`src/verilog/dual_timer_pkg.sv`:
```
// Constants, register map and field layout of the dual timer/counter
// Function
// - Two independent 16-bit timer/counter channels
// - Timer mode counts once per 12 clocks
// - Counter mode counts count-input falling edges
// - Edge recognition takes two machine cycles
// - Run bits start channel zero and one
// - Gate set: count only while gate high
// - Gate clear: run bit alone enables counting
// - Counter-select one counts edges, zero times
// - Mode 00 13-bit, 01 16-bit, 10 reload
// - Channel one mode 11 holds its count
// - Channel zero mode 11 splits two bytes
// - Count bytes readable and loadable by software
// - Count and gate inputs routed from user pins
// - 13-bit mode: high byte plus low five bits
// - Reload mode: low overflow reloads from high
// - Split high byte uses run one, flag one
// - Overflow sets flag; software or service clears
package dual_timer_pkg;
   localparam int unsigned MC_CLOCKS = 12;
   localparam logic [7:0] IDX_CONTROL = 8'h88;
   localparam logic [7:0] IDX_MODE = 8'h89;
   localparam logic [7:0] IDX_LOW0 = 8'h8A;
   localparam logic [7:0] IDX_LOW1 = 8'h8B;
   localparam logic [7:0] IDX_HIGH0 = 8'h8C;
   localparam logic [7:0] IDX_HIGH1 = 8'h8D;
   localparam logic [7:0] IDX_PINSEL = 8'h8E;
   localparam int unsigned CTL_FLAG1 = 7;
   localparam int unsigned CTL_RUN1 = 6;
   localparam int unsigned CTL_FLAG0 = 5;
   localparam int unsigned CTL_RUN0 = 4;
   localparam int unsigned NIB_CH1 = 4;
   localparam int unsigned NIB_GATE = 3;
   localparam int unsigned NIB_CT = 2;
   localparam int unsigned NIB_MODE = 0;
   localparam logic [1:0] MODE_13BIT = 2'h0;
   localparam logic [1:0] MODE_16BIT = 2'h1;
   localparam logic [1:0] MODE_RELOAD = 2'h2;
   localparam logic [1:0] MODE_SPLIT = 2'h3;
   localparam logic [7:0] MODE_RESET = 8'h00;
   localparam logic [7:0] COUNT_RESET = 8'h00;
   localparam logic [11:0] PINSEL_RESET = 12'h688;
   localparam int unsigned SEL_COUNT0 = 0;
   localparam int unsigned SEL_COUNT1 = 3;
   localparam int unsigned SEL_GATE0 = 6;
   localparam int unsigned SEL_GATE1 = 9;
endpackage

```
`src/verilog/machine_cycle_tick.sv`:
```
// Divider giving one enable pulse per machine cycle
`timescale 1ns/1ps
module machine_cycle_tick
   import dual_timer_pkg::*;
#(
   parameter int unsigned DIVIDE = MC_CLOCKS
) (
   input wire logic clk_in,
   input wire logic nrst_in,
   output logic tick_out
);
   typedef struct packed {
      logic [7:0] cnt_ff;
      logic tick_ff;
   } tick_state_t;
   tick_state_t s_ff;
   tick_state_t nxt_s;

   always_comb begin
      nxt_s = s_ff;
      nxt_s.tick_ff = 1'b0;
      if (s_ff.cnt_ff == 8'(DIVIDE - 1)) begin
         nxt_s.cnt_ff = 8'h00;
         nxt_s.tick_ff = 1'b1;
      end else begin
         nxt_s.cnt_ff = s_ff.cnt_ff + 8'h01;
      end
   end

   always_ff @(posedge clk_in or negedge nrst_in) begin
      if (!nrst_in) begin
         s_ff <= '0;
      end else begin
         s_ff <= nxt_s;
      end
   end

   assign tick_out = s_ff.tick_ff;
endmodule

```
`src/verilog/fall_edge_sampler.sv`:
```
// Per-cycle sampler flagging high-to-low steps on the count inputs
`timescale 1ns/1ps
module fall_edge_sampler #(
   parameter int unsigned WIDTH = 2
) (
   input wire logic clk_in,
   input wire logic nrst_in,
   input wire logic tick_in,
   input wire logic [WIDTH-1:0] level_in,
   output logic [WIDTH-1:0] fall_out
);
   typedef struct packed {
      logic [WIDTH-1:0] prev_ff;
      logic [WIDTH-1:0] fall_ff;
   } edge_state_t;
   edge_state_t s_ff;
   edge_state_t nxt_s;

   // One sample per machine cycle: a fall needs a high then a low sample
   always_comb begin
      nxt_s = s_ff;
      nxt_s.fall_ff = '0;
      if (tick_in) begin
         nxt_s.prev_ff = level_in;
         nxt_s.fall_ff = s_ff.prev_ff & ~level_in;
      end
   end

   always_ff @(posedge clk_in or negedge nrst_in) begin
      if (!nrst_in) begin
         s_ff <= '0;
      end else begin
         s_ff <= nxt_s;
      end
   end

   assign fall_out = s_ff.fall_ff;
endmodule

```
`src/verilog/dual_timer_counter.sv`:
```
// Two-channel timer/counter with Avalon-MM register access
`timescale 1ns/1ps
module dual_timer_counter
   import dual_timer_pkg::*;
(
   input wire logic clk_in,
   input wire logic nrst_in,
   input wire logic [9:0] address_in,
   input wire logic read_in,
   input wire logic write_in,
   input wire logic [3:0] byteenable_in,
   input wire logic [31:0] writedata_in,
   output logic [31:0] readdata_out,
   output logic waitrequest_out,
   input wire logic [7:0] user_port_pins_in,
   input wire logic [1:0] service_ack_in,
   output logic overflow_flag_zero_out,
   output logic overflow_flag_one_out
);
   typedef struct packed {
      logic [7:0] mode_ff;
      logic run_bit_zero_ff;
      logic run_bit_one_ff;
      logic flag_zero_ff;
      logic flag_one_ff;
      logic [7:0] low0_ff;
      logic [7:0] high0_ff;
      logic [7:0] low1_ff;
      logic [7:0] high1_ff;
      logic [11:0] pinsel_ff;
      logic wait_ff;
      logic [31:0] rdata_ff;
   } timer_state_t;
   timer_state_t s_ff;
   timer_state_t nxt_s;

   logic tick;
   logic [1:0] count_pins;
   logic [1:0] gate_pins;
   logic [1:0] falls;

   // Low byte, high byte and overflow after one count step
   function automatic logic [16:0] step(input logic [1:0] m, input logic [7:0] lo,
                                        input logic [7:0] hi);
      logic [13:0] s13;
      logic [16:0] s16;
      logic [8:0] s8;
      s13 = {1'b0, hi, lo[4:0]} + 14'h0001;
      s16 = {1'b0, hi, lo} + 17'h00001;
      s8 = {1'b0, lo} + 9'h001;
      case (m)
         MODE_13BIT: begin
            // Upper three low bits are left as they are
            step = {s13[13], s13[12:5], lo[7:5], s13[4:0]};
         end
         MODE_16BIT: begin
            step = s16;
         end
         MODE_RELOAD: begin
            step = s8[8] ? {1'b1, hi, hi} : {1'b0, hi, s8[7:0]};
         end
         default: begin
            step = {s8[8], hi, s8[7:0]};
         end
      endcase
   endfunction

   machine_cycle_tick #(
      .DIVIDE(MC_CLOCKS)
   ) u_tick (
      .clk_in(clk_in),
      .nrst_in(nrst_in),
      .tick_out(tick)
   );

   // Pins are chosen by software so any user pin can drive a channel
   for (genvar ch = 0; ch < 2; ch++) begin : g_route
      localparam int unsigned CNT_POS = (ch == 0) ? SEL_COUNT0 : SEL_COUNT1;
      localparam int unsigned GATE_POS = (ch == 0) ? SEL_GATE0 : SEL_GATE1;
      assign count_pins[ch] = user_port_pins_in[s_ff.pinsel_ff[CNT_POS +: 3]];
      assign gate_pins[ch] = user_port_pins_in[s_ff.pinsel_ff[GATE_POS +: 3]];
   end

   fall_edge_sampler #(
      .WIDTH(2)
   ) u_edge (
      .clk_in(clk_in),
      .nrst_in(nrst_in),
      .tick_in(tick),
      .level_in(count_pins),
      .fall_out(falls)
   );

   always_comb begin
      logic [3:0] nib0;
      logic [3:0] nib1;
      logic gate_pin0;
      logic gate_pin1;
      logic en0;
      logic en1;
      logic en_hi0;
      logic split;
      logic set0;
      logic set1;
      logic [16:0] r0;
      logic [16:0] r1;
      logic [8:0] rh;
      logic [7:0] idx;
      logic wr;
      logic [7:0] wd;
      nib0 = s_ff.mode_ff[3:0];
      nib1 = s_ff.mode_ff[NIB_CH1 +: 4];
      gate_pin0 = gate_pins[0];
      gate_pin1 = gate_pins[1];
      split = (nib0[NIB_MODE +: 2] == MODE_SPLIT);
      idx = address_in[9:2];
      wr = write_in && !s_ff.wait_ff && byteenable_in[0];
      wd = writedata_in[7:0];
      set0 = 1'b0;
      set1 = 1'b0;
      nxt_s = s_ff;
      en0 = 1'b0;
      en1 = 1'b0;
      en_hi0 = 1'b0;
      r0 = 17'h00000;
      r1 = 17'h00000;
      rh = 9'h000;

      // Enable: run bit, optional gate, then timer tick or input edge
      en0 = s_ff.run_bit_zero_ff
         && (!nib0[NIB_GATE] || gate_pin0)
         && (nib0[NIB_CT] ? falls[0] : tick);
      en1 = s_ff.run_bit_one_ff
         && (!nib1[NIB_GATE] || gate_pin1)
         && (nib1[NIB_CT] ? falls[1] : tick)
         && (nib1[NIB_MODE +: 2] != MODE_SPLIT);
      en_hi0 = split && s_ff.run_bit_one_ff && tick;

      r0 = step(nib0[NIB_MODE +: 2], s_ff.low0_ff, s_ff.high0_ff);
      r1 = step(nib1[NIB_MODE +: 2], s_ff.low1_ff, s_ff.high1_ff);
      rh = {1'b0, s_ff.high0_ff} + 9'h001;

      if (en0) begin
         nxt_s.low0_ff = r0[7:0];
         if (!split) begin
            nxt_s.high0_ff = r0[15:8];
         end
         set0 = r0[16];
      end
      if (en_hi0) begin
         nxt_s.high0_ff = rh[7:0];
         set1 = rh[8];
      end
      if (en1) begin
         nxt_s.low1_ff = r1[7:0];
         nxt_s.high1_ff = r1[15:8];
         // With channel zero split, channel one raises no flag
         if (!split) begin
            set1 = r1[16];
         end
      end

      // Software load wins over a same-cycle count step
      if (wr) begin
         case (idx)
            IDX_CONTROL: begin
               nxt_s.run_bit_one_ff = wd[CTL_RUN1];
               nxt_s.run_bit_zero_ff = wd[CTL_RUN0];
               nxt_s.flag_one_ff = wd[CTL_FLAG1];
               nxt_s.flag_zero_ff = wd[CTL_FLAG0];
            end
            IDX_MODE: begin
               nxt_s.mode_ff = wd;
            end
            IDX_LOW0: begin
               nxt_s.low0_ff = wd;
            end
            IDX_LOW1: begin
               nxt_s.low1_ff = wd;
            end
            IDX_HIGH0: begin
               nxt_s.high0_ff = wd;
            end
            IDX_HIGH1: begin
               nxt_s.high1_ff = wd;
            end
            IDX_PINSEL: begin
               // Upper selector bits sit in the second byte lane
               nxt_s.pinsel_ff[7:0] = wd;
               if (byteenable_in[1]) begin
                  nxt_s.pinsel_ff[11:8] = writedata_in[11:8];
               end
            end
            default: begin
            end
         endcase
      end

      // Service clears the flag, but a fresh overflow wins
      if (service_ack_in[0]) begin
         nxt_s.flag_zero_ff = 1'b0;
      end
      if (service_ack_in[1]) begin
         nxt_s.flag_one_ff = 1'b0;
      end
      nxt_s.flag_zero_ff = nxt_s.flag_zero_ff | set0;
      nxt_s.flag_one_ff = nxt_s.flag_one_ff | set1;

      // One wait cycle: data latched on the first edge, taken on the second
      if (read_in || write_in) begin
         nxt_s.wait_ff = !s_ff.wait_ff;
      end else begin
         nxt_s.wait_ff = 1'b1;
      end
      if ((read_in || write_in) && s_ff.wait_ff) begin
         case (idx)
            IDX_CONTROL: begin
               nxt_s.rdata_ff = {24'h000000, s_ff.flag_one_ff, s_ff.run_bit_one_ff,
                  s_ff.flag_zero_ff, s_ff.run_bit_zero_ff, 4'h0};
            end
            IDX_MODE: begin
               nxt_s.rdata_ff = {24'h000000, s_ff.mode_ff};
            end
            IDX_LOW0: begin
               nxt_s.rdata_ff = {24'h000000, s_ff.low0_ff};
            end
            IDX_LOW1: begin
               nxt_s.rdata_ff = {24'h000000, s_ff.low1_ff};
            end
            IDX_HIGH0: begin
               nxt_s.rdata_ff = {24'h000000, s_ff.high0_ff};
            end
            IDX_HIGH1: begin
               nxt_s.rdata_ff = {24'h000000, s_ff.high1_ff};
            end
            IDX_PINSEL: begin
               nxt_s.rdata_ff = {20'h00000, s_ff.pinsel_ff};
            end
            default: begin
               nxt_s.rdata_ff = 32'h00000000;
            end
         endcase
      end
   end

   always_ff @(posedge clk_in or negedge nrst_in) begin
      if (!nrst_in) begin
         s_ff.mode_ff <= MODE_RESET;
         s_ff.run_bit_zero_ff <= 1'b0;
         s_ff.run_bit_one_ff <= 1'b0;
         s_ff.flag_zero_ff <= 1'b0;
         s_ff.flag_one_ff <= 1'b0;
         s_ff.low0_ff <= COUNT_RESET;
         s_ff.high0_ff <= COUNT_RESET;
         s_ff.low1_ff <= COUNT_RESET;
         s_ff.high1_ff <= COUNT_RESET;
         s_ff.pinsel_ff <= PINSEL_RESET;
         s_ff.wait_ff <= 1'b1;
         s_ff.rdata_ff <= 32'h00000000;
      end else begin
         s_ff <= nxt_s;
      end
   end

   assign readdata_out = s_ff.rdata_ff;
   assign waitrequest_out = s_ff.wait_ff;
   assign overflow_flag_zero_out = s_ff.flag_zero_ff;
   assign overflow_flag_one_out = s_ff.flag_one_ff;
endmodule

```
`config.mk`:
```
export PLATFORM = sky130hd
export DESIGN_NAME = dual_timer_counter
export DESIGN_NICKNAME = d
export VERILOG_FILES = /design/src/verilog/dual_timer_pkg.sv /design/src/verilog/machine_cycle_tick.sv /design/src/verilog/fall_edge_sampler.sv /design/src/verilog/dual_timer_counter.sv
export SDC_FILE = /design/constraint.sdc
export NUM_CORES = 1
export LEC_CHECK = 0
export BUFFER_PORTS_ARGS = -buffer_cell sky130_fd_sc_hd__buf_2
export CAP_MARGIN = 5
export CORE_MARGIN = 1.5
export CORE_UTILIZATION = 50
export DETAILED_ROUTE_END_ITERATION = 16
export PLACE_DENSITY = 0.75
export SYNTH_ARGS = -nofsm -noshare
export SYNTH_HDL_FRONTEND = slang
export SYNTH_SLANG_ARGS = --single-unit
```
`constraint.sdc`:
```
create_clock -name clk_in -period 2.1 [get_ports clk_in]
set_input_delay 0.42 -clock clk_in [delete_from_list [all_inputs] [get_ports clk_in]]
set_output_delay 0.42 -clock clk_in [all_outputs]
set_load 0.01 [all_outputs]
```
* Yosys cells after proc, flatten, opt, wreduce, memory -nomap -nowiden
Index checks and enable logic that the tools add are counted.
Operators by class: bitwise logic cells 4, divide/modulo/power cells 0, magnitude comparators 4, shift operators 0, muxes and demuxes 37, $add $sub $neg 8, reduce and logical (&&, ||, !) cells 22, $mul 0, eq/ne operators 14
Operators by type and width (count):
- $pmux 17 s3 | 2
- $pmux 12 s7 | 1
- $eq 8x8->1 const B | 7
- $mux 8 | 7
- $mux 46 | 1
- $add 16x1->17 const B | 2
- $mux 17 | 2
- $mux 16 | 2
- $add 13x1->14 const B | 2
- $add 8x1->9 const B | 3
- $lt 3x4->1 const B | 4
- $mux 1 | 14
- $bmux 1 s3 | 4
- $mux 12 | 1
- $logic_and 1x1->1 | 10
- $add 8x1->8 const B | 1
- $eq 8x4->1 const B | 1
- $eq 2x2->1 const B | 3
- $reduce_and 2->1 | 3
- $eq 2x1->1 const B | 2
- $logic_not 2->1 | 2
- $mux 2 | 2
- $mux 4 | 1
- $logic_not 1->1 | 3
- 6 further kinds | 9
Word-level totals: bits in latches 0, bits in registers 102, ROM bits 0, bits in writable memories 0, memories 0

* Logic depth before layout (Yosys ltp)
Gate-level depths: netlist (run 1).
depth after elaboration 11, mapped depth 8

* Modules after synthesis
From an unflattened synthesis (run 1), not the netlist that was laid out.
Unflattened totals: cells, all modules 667, area total of the unflattened synthesis 5954.5 µm²
Modules (own cells, without submodules):
- dual_timer_counter | instances 1, area each 5407.7 µm², cells an instance 626
- machine_cycle_tick | instances 1, area each 389.1 µm², cells an instance 31
- fall_edge_sampler | instances 1, area each 157.7 µm², cells an instance 10

* Least setup slack after synthesis (run 1)
Ideal clock, no wire load.
path kind reg-to-reg, start point register s_ff[42] (netlist bit), end point register s_ff[56] (netlist bit), clock period less this slack 2.151 ns, setup slack -0.051 ns, path buffers 1, required time 1.975 ns, cell stages (with the launch flop) 7, setup time 0.125 ns, data arrival time 2.026 ns, cells stage by stage dfstp_2 -> mux4_2 -> and2_1 -> o21bai_1 -> clkbuf_1 -> o21ai_0 -> mux2_2
RTL lines:
- from (decl) | line dual_timer_counter.sv:34 | timer_state_t s_ff;
- from (signal assigned) | line dual_timer_counter.sv:261 | s_ff <= nxt_s;

==> results of run 1 <==
## logic make-up after synthesis
kind of cell             synth area share [%]
flip-flops                               35.1
other                                  0.0640
AO/OA/AOI/OAI                            19.9
buffers and inverters                    7.70
multiplexers                             13.6
AND/OR/NAND/NOR                          21.5
adder cells (fa/ha/maj)                 0.854
XOR/XNOR                                 1.34
## registers in the layout, summed over array words and instances (netlist names)
register	cells
u_tick.tick_out	1
s_ff	54
readdata_out	12
u_tick.s_ff	8
u_edge.s_ff	2
overflow_flag_zero_out	1
overflow_flag_one_out	1
waitrequest_out	1
u_edge.fall_out	2
## power by group through the flow
stage | Sequential, mW | Clock [mW] | Combinational (mW)
2_1_floorplan | 1.67 | 0 | 0.295
3_3_place_gp | 1.68 | 0 | 0.483
3_5_place_dp | 1.68 | 0 | 0.498
4_1_cts | 1.65 | 1.64 | 0.506
5_1_grt | 1.66 | 1.72 | 0.573
6_report | 1.66 | 1.62 | 0.534
## per-stage QoR
| step | hold slack, ns | instance area (µm²) |
|---|---|---|
| finish | 0.254 | 7300 |
| detailed placement | 0.348 | 6760 |
| floorplan | 0.124 | 5940 |
| global placement | 0.342 | 6760 |
| global route | 0.248 | 7300 |
| CTS | 0.245 | 7160 |
## layout make-up
type	count	area, µm²	area share, %
multi-input combinational	519	3570	48.9
clock buffer	9	225	3.08
sequential	82	2060	28.2
tap	143	179	2.45
timing repair buffer	161	1140	15.6
inverter	13	48.8	0.668
clock inverter	7	81.3	1.11
## worst min path at each step
| stage | from | to | slack [ns] | depth (start not counted) |
|---|---|---|---|---|
| 3_5_place_dp | nrst_in | s_ff[71] | 0.35 | 1 |
| 5_1_grt | service_ack_in[0] | overflow_flag_zero_out | 0.25 | 2 |
| 6_report | service_ack_in[0] | overflow_flag_zero_out | 0.25 | 2 |
| 2_1_floorplan | nrst_in | overflow_flag_one_out | 0.12 | 0 |
| 3_3_place_gp | nrst_in | s_ff[71] | 0.34 | 1 |
| 4_1_cts | service_ack_in[0] | overflow_flag_zero_out | 0.25 | 2 |
## repair_timing
item	in CTS	in global routing
buffers inserted	3	5
pin swaps	15	17
hold buffers	1	0
gates resized for setup	16	33
setup endpoints to repair	23	29
hold endpoints to repair	23	0
## metal layers
layer	GRT usage [%]	share of wire [%]	up-vias
met5	0	0	-
met4	12.3	3.4	0
met3	6.40	10	64
met2	47.0	44	367
met1	44.5	43	2840
li1	-	-	2686
## cells in the final DEF (no fill, tap or decap), types with 5 or more instances in the layout
cell type	instances
buf_2	49
dfstp_2	5
nor2b_1	7
a22o_1	5
buf_4	102
mux4_2	8
o21ai_1	7
o211ai_1	6
nor2_1	54
a21oi_1	27
inv_1	13
mux2i_1	23
mux2_2	29
nand2_1	59
a31oi_1	13
nor4_1	6
and3_1	16
a211oi_1	7
nand2b_1	5
or4_1	7
buf_6	7
nand3_1	26
clkbuf_16	9
and2_1	5
o22ai_1	6
and4_1	5
xnor2_1	6
o31a_1	5
nand4_1	12
dfrtp_1	75
a21o_1	6
o21ai_0	40
nor3_1	19
conb_1	20
==> results.json, run 1 <==
{
  "status": "finished, violations left",
  "violations": "negative setup slack",
  "timing.rr.start": "s_ff[39]",
  "preCtsSetupSlack_ns": -0.146,
  "syn_inst": 667,
  "final_util_pct": 64.0,
  "fillers": 937,
  "yosys_register_bits": 82,
  "finalCritPeriodShare_pct": 104,
  "dp_cells": 910,
  "p_sw_mw": 1.13,
  "synth_cell_types": 73,
  "cts-root-buf": "clkbuf_16",
  "fp.dieW_um": 111,
  "cts_max_level": 3,
  "skew_ns": 0.0101,
  "power_density_nw_per_um2": 522,
  "numPortBuffers": 50,
  "yosys.cell_count.top_type": "dfrtp_1",
  "grt_pass1_vias": 5589,
  "critPathSlowestCell": "or4_4",
  "cts_sinks": 82,
  "grt_pass1_wl_um": 30400,
  "synth_area_um2": 5860,
  "cp_top_family": "simple AND/OR/NAND/NOR gates",
  "viasPerCell": 6.38,
  "ir_drop_v": 0.000494,
  "core_um2": 11400,
  "synth_edf_count": 0,
  "slowest_delay_ns": 0.50,
  "power_mw": 3.81,
  "intPower_mw": 2.68,
  "cp_data_required_time_ns": 2.34,
  "p_sw_share_pct": 29.7,
  "die_area_um2": 12400,
  "antenna-diode-count": 0,
  "end_kind": "flip-flop",
  "track_usage_pct": 31.3,
  "reg2reg_depth": 8,
  "rows": 39,
  "place_congestion": 0.983,
  "combPwrFrac_pct": 14.0,
  "ff2ff_setup_slack_ns": -0.08,
  "cp_num_buf_inv": 2,
  "timing_worst_setup_path_type": "reg -> reg",
  "grt_max_degree": 60,
  "finalHoldViolations": 0,
  "arrival_ns": 2.43,
  "clk_latency_ns": 0.36,
  "fmax_ghz": 0.458,
  "startpoint": "s_ff[39]",
  "dieHeight_um": 111,
  "vias": 5957,
  "rr_endpoint": "s_ff[68]",
  "drcViolationCount": 0,
  "nNetsFinal": 850,
  "yosys_most_used_dff": "dfrtp_1",
  "numCtsBuffers": 9,
  "power_frac_clock_pct": 42.5,
  "wl_per_cell_um": 20.7,
  "finalNonFillerCells": 934,
  "postSynth.asyncResetShare_pct": 100,
  "setup-tns-final_ns": -0.243,
  "setup_ws_ns": -0.0825,
  "finalSetupViolCount": 9,
  "cts_tree": "done",
  "grt_overflow": 0,
  "timing.slew.headroom_pct": 61.3,
  "postRouteAntennaNets": 0,
  "slew_violations": 0,
  "rsz0062_at_grt": "yes",
  "synth_top_area_share_pct": 32.9,
  "yosysWarnings": 0,
  "seqPwrFrac_pct": 43.5,
  "dp.final_hpwl_um": 14000,
  "layout-drive-gt1-share_pct": 32.6,
  "io_pins": 95,
  "cp_max_fo": 6,
  "cpMostUsedCell": "buf_6",
  "startpoint_type": "flip-flop",
  "routed_wl_um": 19300,
  "fin_crit_ns": 2.18,
  "initial_utilization_pct": 51.3,
  "crit_end": "s_ff[68]",
  "power.leakage_nw": 3.24,
  "worstPathCellList": "mux2_4 > nor3b_2 > o31a_1 > buf_6 > buf_6 > or4_4 > a31oi_4 > nor2_1",
  "hp-class": "in -> reg",
  "drv_cap": 0,
  "tightest_slew_ns": 0.575,
  "clk_pin_slew_worst_paths_ns": 0.07,
  "first_iter_violations": 665,
  "yosys-top-cells-count": "77 x dfrtp_1, 60 x nand2_1, 57 x nor2_1, 46 x o21ai_0, 33 x clkbuf_1",
  "drtPass1Iterations": 5,
  "ys_seq_area_share_pct": 35.1,
  "synth.avg_cell_area_um2": 8.79,
  "area_growth_pct": 24.6,
  "cp.depth": 8,
  "yosys.area.top_type": "dfrtp_1",
  "clockBufferDepth": 2,
  "yosys-top-cells-area": "dfrtp_1 33%, mux2_2 6.0%, mux2i_1 4.1%",
  "antenna_found_initial": 0
}
Power figures use the tool's default switching activity.
==> run 2, diff against run 1 <==
ABC_AREA = 1   (was unset)
PLACE_DENSITY = 0.74   (was 0.75)
==> results.json, run 2 <==
{
  "yosys.area.top_type": "dfrtp_1",
  "io_pins": 95,
  "synth_top_area_share_pct": 31.1,
  "drtPass1Iterations": 6,
  "yosys_most_used_dff": "dfrtp_1",
  "multi_input_comb_area_um2": 3400,
  "numPortBuffers": 50,
  "dp.final_hpwl_um": 14400,
  "grt_pass1_wl_um": 30100,
  "antenna_found_initial": 0,
  "yosys-top-cells-count": "231 x nand2_1, 106 x inv_1, 91 x nand3_1, 83 x o21ai_0, 80 x nor2_1",
  "cts_resized": 0,
  "preCtsSetupSlack_ns": 0.215,
  "seq_area_um2": 2060,
  "power_density_nw_per_um2": 646,
  "cp_data_required_time_ns": 2.34,
  "largest-register": "s_ff",
  "fin_crit_ns": 1.91,
  "slew_violations": 0,
  "synth_cell_types": 47,
  "antenna-diode-count": 0,
  "cts-root-buf": "clkbuf_16",
  "yosysWarnings": 0,
  "syn_inst": 924,
  "final_common_cell": "nand2_1",
  "drcViolationCount": 0,
  "postSynth.asyncResetShare_pct": 100,
  "synth_area_um2": 6200,
  "end_kind": "flip-flop",
  "synth_edf_count": 0,
  "timing_worst_setup_path_type": "reg -> reg",
  "track_usage_pct": 30.3,
  "grt_pass1_vias": 5746,
  "nNetsFinal": 1038,
  "drv_cap": 0,
  "core_um2": 12100,
  "ir_drop_v": 0.000562,
  "wl_per_cell_um": 16.4,
  "startpoint": "waitrequest_out",
  "yosys_register_bits": 82,
  "yosys-top-cells-area": "dfrtp_1 31%, nand2_1 14%, nand3_1 7.3%",
  "cp_max_fo": 13,
  "rows": 40,
  "reg2reg_depth": 9,
  "fmax_ghz": 0.524,
  "layout.cells.most_common_list": "231 x nand2_1, 106 x inv_1, 91 x nand3_1, 83 x o21ai_0, 80 x nor2_1",
  "yosys.cell_count.top_type": "nand2_1",
  "dp_cells": 1130,
  "synth.avg_cell_area_um2": 6.71,
  "power.leakage_nw": 3.45,
  "timing.rr.start": "waitrequest_out",
  "arrival_ns": 2.15,
  "setup_ws_ns": 0.191,
  "initial_utilization_pct": 51.4,
  "dieHeight_um": 114,
  "rr_endpoint": "s_ff[61]",
  "skew_ns": 0.00831,
  "finalCritPeriodShare_pct": 90.9,
  "cts_tree": "done",
  "rsz0062_at_grt": "no",
  "startpoint_type": "flip-flop",
  "ys_seq_area_share_pct": 33.2,
  "fp.dieW_um": 114,
  "postRouteAntennaNets": 0,
  "first_iter_violations": 661,
  "timing.slew.headroom_pct": 58.6,
  "status": "complete, no violations",
  "tightest_slew_ns": 0.616,
  "clk_latency_ns": 0.35,
  "grt_overflow": 0,
  "crit_end": "s_ff[61]",
  "largest_reg_flops": 54,
  "hp-class": "in -> reg",
  "fillers": 1207,
  "power_mw": 4.41,
  "cts_sinks": 82,
  "routed_wl_um": 18800,
  "cts_max_level": 3,
  "place_congestion": 1.01,
  "ff2ff_setup_slack_ns": 0.19,
  "numCtsBuffers": 9,
  "viasPerCell": 5.52,
  "die_area_um2": 13100,
  "clk_pin_slew_worst_paths_ns": 0.07,
  "area_growth_pct": 10.1,
  "layout-drive-gt1-share_pct": 14.8,
  "finalHoldViolations": 0,
  "clockBufferDepth": 2,
  "setup-tns-final_ns": 0,
  "finalSetupViolCount": 0,
  "finalNonFillerCells": 1147,
  "grt_max_degree": 44,
  "vias": 6337
}
-- run 2: cell types whose count changed in the layout (fill, tap and decap cells not counted), moves of 26 or more --
cell | previous run | this run
mux2_2 | 29 | 1
o21ai_0 | 40 | 83
nand3_1 | 26 | 91
nand2_1 | 59 | 231
nor2_1 | 54 | 80
buf_4 | 102 | 20
inv_1 | 13 | 106
-- run 2: kinds of logic (layout without fill, tap and decap cells) --
| family | count (synthesis) | count (layout) | share of synthesized area [%] |
|---|---|---|---|
| AOI/OAI and AO/OA | 191 | 191 | 17.2 |
| DFF | 82 | 82 | 33.2 |
| adders and majority gates | 4 | 4 | 0.807 |
| other | 1 | 20 | 0.0605 |
| buffers and inverters | 174 | 210 | 13.1 |
| and+or+nand+nor | 463 | 463 | 34.3 |
| muxes | 1 | 1 | 0.182 |
| xor gates and xnor gates | 8 | 8 | 1.13 |
-- run 2: final cells by class --
type	instances	share of cell area, %
Multi-Input combinational cell	687	49.8
Sequential cell	82	30.2
Inverter	123	6.78
Timing Repair Buffer	71	6.23
Clock inverter	6	0.623
Tap cell	168	3.08
Clock buffer	10	3.35
-- run 2: per-stage QoR --
step	hold slack (ns)	cell area, µm²	utilization (%)
2_1_floorplan	0.124	6270	-
3_3_place_gp	0.298	6540	54.3
3_5_place_dp	0.298	6540	54.3
4_1_cts	0.309	6830	56.6
5_1_grt	0.337	6830	56.6
6_report	0.309	6830	56.6
-- run 2: timing repair --
item | CTS | global route
endpoints found under the hold margin | 12 | 0
hold buffers | 1 | 0
buffers inserted | 0 | 0
-- run 2: report_power, final --
part	total [mW]	switching [mW]	internal (mW)	leakage, nW
Clock	1.49	0.690	0.804	0.129
Combinational	1.01	0.651	0.355	2.31
Sequential	1.91	0.209	1.70	1.01
Total	4.41	1.55	2.86	3.45
-- run 2: worst min path at each step --
stage,from,to,slack [ns],cells after the start
after global routing,writedata_in[10],s_ff[43],0.34,3
after global placement,nrst_in,s_ff[48],0.30,1
final,writedata_in[9],s_ff[42],0.31,3
after CTS,writedata_in[9],s_ff[42],0.31,3
after detailed placement,nrst_in,s_ff[48],0.30,1
after floorplan,nrst_in,overflow_flag_one_out,0.12,0
-- run 2: metal layers --
layer  global-route usage [%]  up-vias  share of wire [%]
met1                     40.8     2933                 43
met3                     4.24       51                6.8
li1                         -     3094                  -
met4                     11.7        0                3.6
met5                        0        -                  0
met2                     49.6      259                 47
-- run 2: worst max-delay path, stage by stage, from the launching register on --
cell and delay, ns:
dfstp_2 0.54, inv_1 0.04, nand3_1 0.35, nor2_4 0.10
inv_1 0.33, o21ai_0 0.16, inv_1 0.08, nand3_1 0.07
o21ai_1 0.08, inv_1 0.05
